`src/hw/opc_pkg.sv`:
```
/*
 * Package for the on/off power state controller: timing constants, state
 * enumeration and the packed groups of request and status signals.
 * Assumes a 100 MHz system clock from which the 100 us tick is derived.
 */
package opc_pkg;

    // System clock period in nanoseconds.
    localparam int unsigned CLK_PERIOD_NS = 10;
    // Controller tick period in microseconds.
    localparam int unsigned TICK_US = 100;
    // System clocks per controller tick.
    localparam int unsigned TICK_CYCLES = (TICK_US * 1000) / CLK_PERIOD_NS;

    // Short on-key debounce time in microseconds.
    localparam int unsigned DB_SHORT_US = 200;
    // Long on-key debounce time in milliseconds.
    localparam int unsigned DB_LONG_MS = 30;
    // Extra hold time to leave factory-ship, in milliseconds.
    localparam int unsigned SHIP_EXIT_MS = 250;
    // Manual reset times in seconds.
    localparam int unsigned MRST_SHORT_S = 8;
    localparam int unsigned MRST_LONG_S = 16;

    // Tick counts derived from the times above (least times, so round up).
    localparam int unsigned DB_SHORT_TICKS = (DB_SHORT_US + TICK_US - 1) / TICK_US;
    localparam int unsigned DB_LONG_TICKS = (DB_LONG_MS * 1000 + TICK_US - 1) / TICK_US;
    localparam int unsigned SHIP_EXIT_TICKS = (SHIP_EXIT_MS * 1000 + TICK_US - 1) / TICK_US;
    localparam int unsigned MRST_SHORT_TICKS = (MRST_SHORT_S * 1000000) / TICK_US;
    localparam int unsigned MRST_LONG_TICKS = (MRST_LONG_S * 1000000) / TICK_US;

    // Width of the tick-domain counters.
    localparam int unsigned CNT_W = 18;

    // Field encodings.
    localparam logic [1:0] SWREQ_OFF = 2'h2;
    localparam logic [1:0] SWREQ_SHIP = 2'h3;
    localparam logic [1:0] CHG_QUAL_VALID = 2'h3;
    localparam logic [1:0] CHG_QUAL_NONE = 2'h0;
    localparam logic [3:0] MUX_OFF = 4'h0;
    localparam logic [1:0] SINK_FS_OFF = 2'h0;

    // Top-level controller states.
    typedef enum logic [1:0] {
        OPC_SHUTDOWN,
        OPC_STANDBY,
        OPC_RES_ON,
        OPC_SHIP
    } opc_state_t;

    // Analog and protection conditions seen by the controller.
    typedef struct packed {
        logic sys_uv;
        logic sys_ov;
        logic over_temp;
        logic sys_low;
        logic battery_node_low;
        logic supervisor_timeout_flag;
    } opc_mon_t;

    // Resource enables that keep the controller in resource-on.
    typedef struct packed {
        logic [3:0] monitor_mux_select;
        logic regulator_enable;
        logic sink_master_enable;
        logic [1:0] sink_full_scale;
    } opc_res_t;

    // Configuration bits written by the host.
    typedef struct packed {
        logic [1:0] software_power_request;
        logic key_debounce_select;
        logic hard_reset_time_select;
        logic key_switch_type;
        logic key_pullup_weak;
        logic input_suspend;
        logic bias_low_power;
    } opc_cfg_t;

endpackage : opc_pkg

```
`src/hw/opc_onoff_ctrl.sv`:
```
/*
 * On/off power state controller with on-key debounce, manual hard reset,
 * factory-ship handling, pullup and always-on rail selection.
 * Assumes all inputs are synchronous to sys_clk_i; the host register file
 * sits outside and applies config_register_reset_o to its own fields.
 */
`timescale 1ns/1ps

module opc_onoff_ctrl
    import opc_pkg::*;
#(
    parameter int unsigned TICK_DIV = TICK_CYCLES,
    parameter int unsigned MRST_SHORT = MRST_SHORT_TICKS,
    parameter int unsigned MRST_LONG = MRST_LONG_TICKS,
    parameter int unsigned SHIP_EXIT = SHIP_EXIT_TICKS
) (
    // Clock and reset.
    input wire logic sys_clk_i,
    input wire logic resetn_i,
    // On-key pin and charger quality.
    input wire logic on_key_n_i,
    input wire logic [1:0] charger_input_quality_i,
    // Monitors, resources and host configuration.
    input wire opc_mon_t mon_i,
    input wire opc_res_t res_i,
    input wire opc_cfg_t cfg_i,
    // Controller state and control outputs.
    output opc_state_t state_o,
    output logic bias_enable_o,
    output logic bias_sample_hold_o,
    output logic battery_connect_o,
    output logic ship_sys_from_charger_o,
    output logic host_access_enable_o,
    output logic config_register_reset_o,
    // On-key status, key pullup and always-on rail outputs.
    output logic key_level_status_o,
    output logic key_rise_interrupt_o,
    output logic key_fall_interrupt_o,
    output logic regulator_wake_flag_o,
    output logic long_press_reset_flag_o,
    output logic key_pullup_strong_o,
    output logic always_on_from_charger_o
);

    // Tick divider: one-cycle enable every 100us.
    // The divider free-runs from reset, so a changed input may wait up to one
    // whole tick period before the controller acts on it.
    logic [CNT_W-1:0] tick_cnt;
    logic [CNT_W-1:0] next_tick_cnt;
    logic tick;

    always_comb begin
        tick = (tick_cnt == CNT_W'(TICK_DIV - 1));
        next_tick_cnt = tick ? '0 : tick_cnt + 1'b1;
    end

    always_ff @(posedge sys_clk_i or negedge resetn_i) begin
        if (!resetn_i) begin
            tick_cnt <= '0;
        end else begin
            tick_cnt <= next_tick_cnt;
        end
    end

    // Key debounce: a new level is accepted after it has stood for the
    // selected number of ticks; both edges are treated alike.
    // Limitation: the window counts whole ticks, so the accepted delay may fall
    // up to one tick short of the nominal debounce time.
    logic key_db;
    logic next_key_db;
    logic [CNT_W-1:0] db_cnt;
    logic [CNT_W-1:0] next_db_cnt;
    logic [CNT_W-1:0] db_limit;
    logic key_rise;
    logic key_fall;

    always_comb begin
        db_limit = cfg_i.key_debounce_select ? CNT_W'(DB_LONG_TICKS)
                                             : CNT_W'(DB_SHORT_TICKS);
        next_key_db = key_db;
        next_db_cnt = db_cnt;
        key_rise = 1'b0;
        key_fall = 1'b0;
        if (on_key_n_i == key_db) begin
            // Pin agrees with the accepted level; restart the window.
            next_db_cnt = '0;
        end else if (tick) begin
            if (db_cnt + 1'b1 >= db_limit) begin
                next_key_db = on_key_n_i;
                next_db_cnt = '0;
                key_rise = on_key_n_i;
                key_fall = !on_key_n_i;
            end else begin
                next_db_cnt = db_cnt + 1'b1;
            end
        end
    end

    always_ff @(posedge sys_clk_i or negedge resetn_i) begin
        if (!resetn_i) begin
            key_db <= 1'b1;
            db_cnt <= '0;
        end else begin
            key_db <= next_key_db;
            db_cnt <= next_db_cnt;
        end
    end

    // Manual reset timer and ship exit hold counter, both in ticks.
    logic [CNT_W-1:0] mrst_cnt;
    logic [CNT_W-1:0] next_mrst_cnt;
    logic [CNT_W-1:0] hold_cnt;
    logic [CNT_W-1:0] next_hold_cnt;
    logic mrst_counting;
    logic mrst_hit;
    logic key_exit;
    opc_state_t state;
    opc_state_t next_state;

    always_comb begin
        // The timer stays at zero in ship, where the key may only ask for exit.
        // Push-button counts a held low, slide-switch a held high.
        mrst_counting = cfg_i.key_switch_type ? key_db : !key_db;
        mrst_hit = 1'b0;
        next_mrst_cnt = mrst_cnt;
        if (!mrst_counting || state == OPC_SHIP) begin
            next_mrst_cnt = '0;
        end else if (tick) begin
            if (mrst_cnt + 1'b1 >= (cfg_i.hard_reset_time_select ? CNT_W'(MRST_LONG)
                                                                 : CNT_W'(MRST_SHORT))) begin
                mrst_hit = 1'b1;
                next_mrst_cnt = '0;
            end else begin
                next_mrst_cnt = mrst_cnt + 1'b1;
            end
        end
        // The extra hold starts only after the key press is debounced.
        // The count saturates, so the exit stays armed until the rail decays.
        key_exit = 1'b0;
        next_hold_cnt = hold_cnt;
        if (key_db || state != OPC_SHIP) begin
            next_hold_cnt = '0;
        end else if (tick) begin
            if (hold_cnt + 1'b1 >= CNT_W'(SHIP_EXIT)) begin
                key_exit = 1'b1;
                next_hold_cnt = hold_cnt;
            end else begin
                next_hold_cnt = hold_cnt + 1'b1;
            end
        end
    end

    always_ff @(posedge sys_clk_i or negedge resetn_i) begin
        if (!resetn_i) begin
            mrst_cnt <= '0;
            hold_cnt <= '0;
        end else begin
            mrst_cnt <= next_mrst_cnt;
            hold_cnt <= next_hold_cnt;
        end
    end

    // Controller state, flags and charger quality history.
    logic wake;
    logic next_wake;
    logic mrst_flag;
    logic next_mrst_flag;
    logic config_register_reset;
    logic next_config_register_reset;
    logic ship_chg;
    logic next_ship_chg;
    logic [1:0] qual_prev;
    logic [1:0] next_qual_prev;
    logic charger_ok;
    logic resource_on;
    logic off_event;
    logic ship_req;
    logic chg_exit;

    always_comb begin
        charger_ok = (charger_input_quality_i == CHG_QUAL_VALID);
        resource_on = charger_ok || (res_i.monitor_mux_select != MUX_OFF)
            || res_i.regulator_enable
            || (res_i.sink_master_enable && res_i.sink_full_scale != SINK_FS_OFF)
            || wake;
        off_event = mon_i.sys_uv || mon_i.sys_ov || mon_i.over_temp || mrst_flag
            || mon_i.supervisor_timeout_flag
            || cfg_i.software_power_request == SWREQ_OFF;
        ship_req = (cfg_i.software_power_request == SWREQ_SHIP);
        chg_exit = (qual_prev == CHG_QUAL_NONE) && charger_ok;
        next_state = state;
        next_wake = wake;
        next_mrst_flag = mrst_flag || mrst_hit;
        next_config_register_reset = 1'b0;
        next_ship_chg = ship_chg;
        next_qual_prev = tick ? charger_input_quality_i : qual_prev;
        // A debounced press wakes the regulator outside ship; it beats the off-event clear but not the ship-entry clear.
        if (tick && key_fall && state != OPC_SHIP) begin
            next_wake = 1'b1;
        end
        if (tick) begin
            case (state)
                OPC_SHIP: begin
                    // Battery loss clears ship at once; other exits wait for
                    // the rail to decay.
                    if (mon_i.battery_node_low) begin
                        next_state = OPC_SHUTDOWN;
                    end else if (mon_i.sys_low && (chg_exit || key_exit)) begin
                        next_state = OPC_SHUTDOWN;
                        next_wake = key_exit;
                    end
                    next_ship_chg = ship_chg && charger_ok;
                end
                default: begin
                    if (mon_i.supervisor_timeout_flag || mrst_flag) begin
                        next_config_register_reset = 1'b1;
                    end
                    if (ship_req) begin
                        next_state = OPC_SHIP;
                        next_ship_chg = charger_ok;
                        next_config_register_reset = 1'b1;
                        next_wake = 1'b0;
                    end else if (off_event) begin
                        // Lower-power transition is taken first.
                        next_state = OPC_SHUTDOWN;
                        // A key fall or long press in the same tick is kept:
                        // the set wins over the clear, so no event is lost.
                        next_wake = key_fall;
                        next_mrst_flag = mrst_hit;
                    end else if (state == OPC_SHUTDOWN) begin
                        if (resource_on) begin
                            next_state = OPC_STANDBY;
                        end
                    end else if (state == OPC_STANDBY) begin
                        next_state = resource_on ? OPC_RES_ON : OPC_SHUTDOWN;
                    end else if (!resource_on) begin
                        next_state = OPC_SHUTDOWN;
                    end
                end
            endcase
        end
    end

    always_ff @(posedge sys_clk_i or negedge resetn_i) begin
        if (!resetn_i) begin
            state <= OPC_SHUTDOWN;
            wake <= 1'b0;
            mrst_flag <= 1'b0;
            config_register_reset <= 1'b0;
            ship_chg <= 1'b0;
            qual_prev <= CHG_QUAL_NONE;
        end else begin
            state <= next_state;
            wake <= next_wake;
            mrst_flag <= next_mrst_flag;
            config_register_reset <= next_config_register_reset;
            ship_chg <= next_ship_chg;
            qual_prev <= next_qual_prev;
        end
    end

    // Outputs; edge pulses (one clock, decoded from on_key_n_i) and pullup, always-on and sample-hold follow inputs directly; the rest come from registers.
    // Host access drops in ship; the register file outside must refuse cycles.
    always_comb begin
        state_o = state;
        bias_enable_o = (state == OPC_STANDBY) || (state == OPC_RES_ON);
        bias_sample_hold_o = bias_enable_o && cfg_i.bias_low_power;
        battery_connect_o = (state != OPC_SHIP);
        ship_sys_from_charger_o = (state == OPC_SHIP) && ship_chg;
        host_access_enable_o = (state != OPC_SHIP);
        config_register_reset_o = config_register_reset;
        key_level_status_o = key_db;
        key_rise_interrupt_o = tick && key_rise;
        key_fall_interrupt_o = tick && key_fall;
        regulator_wake_flag_o = wake;
        long_press_reset_flag_o = mrst_flag;
        key_pullup_strong_o = !cfg_i.key_pullup_weak;
        always_on_from_charger_o = charger_ok && !cfg_i.input_suspend;
    end

endmodule : opc_onoff_ctrl

```
`config.mk`:
```
export PLATFORM = sky130hd
export DESIGN_NAME = opc_onoff_ctrl
export DESIGN_NICKNAME = d
export VERILOG_FILES = /design/src/hw/opc_pkg.sv /design/src/hw/opc_onoff_ctrl.sv
export SDC_FILE = /design/constraint.sdc
export NUM_CORES = 1
export LEC_CHECK = 0
export BUFFER_PORTS_ARGS = -buffer_cell sky130_fd_sc_hd__buf_2
export CORE_MARGIN = 2
export CORE_UTILIZATION = 45
export CTS_BUF_LIST = sky130_fd_sc_hd__clkbuf_16
export DETAILED_ROUTE_END_ITERATION = 8
export SLEW_MARGIN = 25
export SYNTH_ARGS = -nofsm -noshare
export SYNTH_HDL_FRONTEND = slang
export SYNTH_SLANG_ARGS = --single-unit
```
`constraint.sdc`:
```
create_clock -name sys_clk_i -period 6.2 [get_ports sys_clk_i]
set_clock_uncertainty 0.2 [all_clocks]
set_input_delay 0.62 -clock sys_clk_i [delete_from_list [all_inputs] [get_ports sys_clk_i]]
set_output_delay 0.62 -clock sys_clk_i [all_outputs]
set_load 0.005 [all_outputs]
```
==> metrics.csv <==
stage,metric,value,unit
final_layout,diodes,0,
timing,hold_violations,0,
die,core-area,10900,um2
clocking,cts-buffers-inserted,9,
critical_path,end_kind,primary output,
global_routing,globalRouteMet1Util,28.2,%
pwr,switching_share,22.4,%
global_routing,antenna_found_initial,0,
global_routing,grt_overflow,0,
global_routing,grt_usage,21.6,%
die,ioPinCount,42,
placed_design,dp_hpwl,8.68,mm
clocking,cts_tree,built,
timing,fin_crit_sh,68.0,%
logic_synthesis,yosysWarnings,0,
critical_path,cp_cell_sequence,ha_1 > nand3_1 > nor3_1 > mux2_2 > o311ai_0 > nand4_1 > o21ai_0 > nor3b_1 > buf_2,
pwr,netSwitchingPower,0.000233,W
clocking,htreeDepth,3,
global_routing,use_met2,34.7,%
detailed_routing,final_antenna_net_count,0,
clocking,path_clk_slew,60,ps
logic_synthesis,synth_top_cell_by_area,dfrtp_1,
critical_path,slowest_stage,o21ai_0,
logic_synthesis,synth_nets,607,
die,die_w,110,um
critical_path,cp.arrival,3400,ps
logic_synthesis,synth_edf_count,0,
hold_path,hp-class,input pin to async pin,
critical_path,max_stage_delay,530,ps
clocking,cts_sinks,81,
critical_path,path_class,register to primary output,
global_routing,grt_first_pass_wirelength,20.0,mm
logic_synthesis,synth.top_cell.area_share,39.3,%
pwr,p_leak,2.52,nW
detailed_routing,wire_per_inst,16.2,um
clocking,postCtsHoldBufs,0,
placed_design,place_inst,724,
die,die-height,110,um
critical_path,reg2reg_slack,2140,ps
global_routing,grt_use_met3,5.11,%
final_layout,layout-drive-gt1-share,14.7,%
detailed_routing,drt_iter0_markers,222,
pwr,combPwrFrac,3.4,%
die,initial_utilization,46.6,%
clocking,cts.repair.resized,0,
critical_path,cp_top_family,simple AND/OR/NAND/NOR gates,
critical_path,cp.buffers_inverters,1,
global_routing,grt_max_degree,44,
timing,whs,42.1,ps
timing,drv_slew,0,
logic_synthesis,synth.area.top_cells,"dfrtp_1 (39%), ha_1 (4.9%), nand2_1 (4.8%), xnor2_1 (3.4%), nand3_1 (3.3%)",
logic_synthesis,synthTopCellsByCount,"dfrtp_1 (80), nand2_1 (65), nor2_1 (43), nand3_1 (34), o21ai_0 (29)",
clocking,post_cts_buffers,0,
critical_path,worst_setup_path_start_kind,register,
global_routing,grt_most_used_layer,met2,
detailed_routing,drt-total-wl,12.0,mm
critical_path,worstRegToRegCells,14,
logic_synthesis,synthCells,560,
pwr,clkPwrFrac,45.6,%
critical_path,r2r_start,mrst_cnt[0],
final_layout,fin_cells,740,
timing,fmax,237,MHz
logic_synthesis,yosysSeqAreaShare,39.8,%
logic_synthesis,syn_avg_cell_area,9.10,um2
run_status,status,"complete, no violations",
detailed_routing,drcViolationCount,0,
critical_path,r2r_end,mrst_cnt[9],
timing,finalSetupViolCount,0,
placed_design,port_buffers,41,
logic_synthesis,syn_area,5090,um2
placed_design,gp_congestion,0.873,
pwr,pwr-share-seq,51.0,%
logic_synthesis,ys_ff_latch,81,
pwr,total_power,0.00104,W
logic_synthesis,synth.most_common_cell,dfrtp_1,
logic_synthesis,async_flop_share,100,%
logic_synthesis,synth-main-ff-cell,dfrtp_1,
detailed_routing,drt_first_pass_iters,5,
global_routing,grt_pass1_vias,4102,
logic_synthesis,synth.distinct_cells,71,
clocking,cts_buffer_depth,2,
critical_path,critPathMaxFanout,7,
die,die_area,12200,um2
critical_path,cp.required,5380,ps
pwr,powerDensity,184,nW/um2
timing,relSlewSlack,36.8,%
clocking,clock_latency,340,ps
pwr,p_int,0.000804,W
flow_run,cap_violations,0,
timing,setup_tns,0,ps
final_layout,fin_nets,642,
clocking,root_buffer,clkbuf_16,
timing,period_minus_slack,4220,ps
detailed_routing,num_vias,4298,
die,placementRows,38,
pwr,ir_worst_vdd,0.000149,V
detailed_routing,vias_per_cell,5.81,
final_layout,area_delta_synth_final,10.6,%
timing,rsz0062_at_grt,false,
timing,worst_slew_pin_slew,940,ps
## registers in the layout, summed over array words and instances (netlist names)
register / count
db_cnt: 18
hold_cnt: 18
mrst_cnt: 18
tick_cnt: 18
qual_prev: 2
state_o: 2
config_register_reset_o: 1
key_level_status_o: 1
long_press_reset_flag_o: 1
regulator_wake_flag_o: 1
ship_chg: 1
## per-stage QoR
| stage | util [%] | worst slack, ps | cell area, um2 |
|---|---|---|---|
| floorplan | - | 2810 | 5090 |
| global placement | 49.2 | 2300 | 5380 |
| global route | 51.5 | 1620 | 5630 |
| finish | 51.5 | 1980 | 5630 |
| CTS | 51.5 | 1970 | 5630 |
| detailed placement | 49.2 | 2170 | 5380 |
## layout by cell type (no fill, tap or decap), drive strengths merged, types with 18 or more instances in the layout
master	netlist	final
o21ai	30	30
a21oi	22	22
buf	5	43
and3	29	29
nor2	43	43
inv	17	20
nand3	37	37
dfrtp	80	80
ha	20	20
xor2	18	18
xnor2	20	20
nand2	65	65
nor3	20	20
## layer usage
layer	vias up	share of wire [%]	routed length [um]
li1	2131	-	-
met1	2055	47	5600
met2	91	47	5620
met3	21	4.4	529
met4	0	2.1	252
met5	-	0	0
## power groups by stage
| stage | combinational (W) | sequential, W | clock (W) |
|---|---|---|---|
| floorplan | 0.0000112 | 0.000539 | 0 |
| global placement | 0.0000357 | 0.000539 | 0 |
| detailed placement | 0.0000364 | 0.000539 | 0 |
| finish | 0.0000353 | 0.000529 | 0.000472 |
| CTS | 0.0000366 | 0.000529 | 0.000489 |
| global route | 0.0000413 | 0.000529 | 0.000509 |
## worst max-delay path by stage
stage | startpoint | endpoint | slack [ps] | cells past startpoint
final | db_cnt[0] | key_rise_interrupt_o | 1980 | 9
after global routing | db_cnt[0] | key_rise_interrupt_o | 1620 | 9
after CTS | db_cnt[0] | key_rise_interrupt_o | 1970 | 9
after detailed placement | mrst_cnt[0] | mrst_cnt[9] | 2170 | 14
after global placement | mrst_cnt[0] | mrst_cnt[9] | 2300 | 14
after floorplan | mrst_cnt[0] | mrst_cnt[10] | 2810 | 16
## cell families (layout without fill, tap and decap cells)
group / after synthesis / after routing / synth area share [%]
xor+xnor: 38 / 38 / 6.53
simple gates: 273 / 273 / 29.8
fa+ha+maj: 20 / 20 / 4.91
compound gates: 103 / 103 / 13.5
buf+inv: 36 / 76 / 3.64
mux: 9 / 9 / 1.87
flops: 81 / 81 / 39.8
## area by class of cell
class / instances / area [um2]
fill: 1037 / 5300
tap: 140 / 175
timing repair buffer: 43 / 223
multi-input combinational: 443 / 2890
inverter: 17 / 63.8
sequential: 81 / 2030
clock inverter: 7 / 31.3
clock buffer: 9 / 225
## worst reg2reg max path: cells and delay by family, from the launching register on
kind                     cells  cell delay (ps)
AO/OA/AOI/OAI                5             1410
adder cells (fa/ha/maj)      2              540
XOR/XNOR                     1              200
flip-flops                   1              440
AND/OR/NAND/NOR              6             1200
No activity file was read; power rests on OpenSTA's default activity.
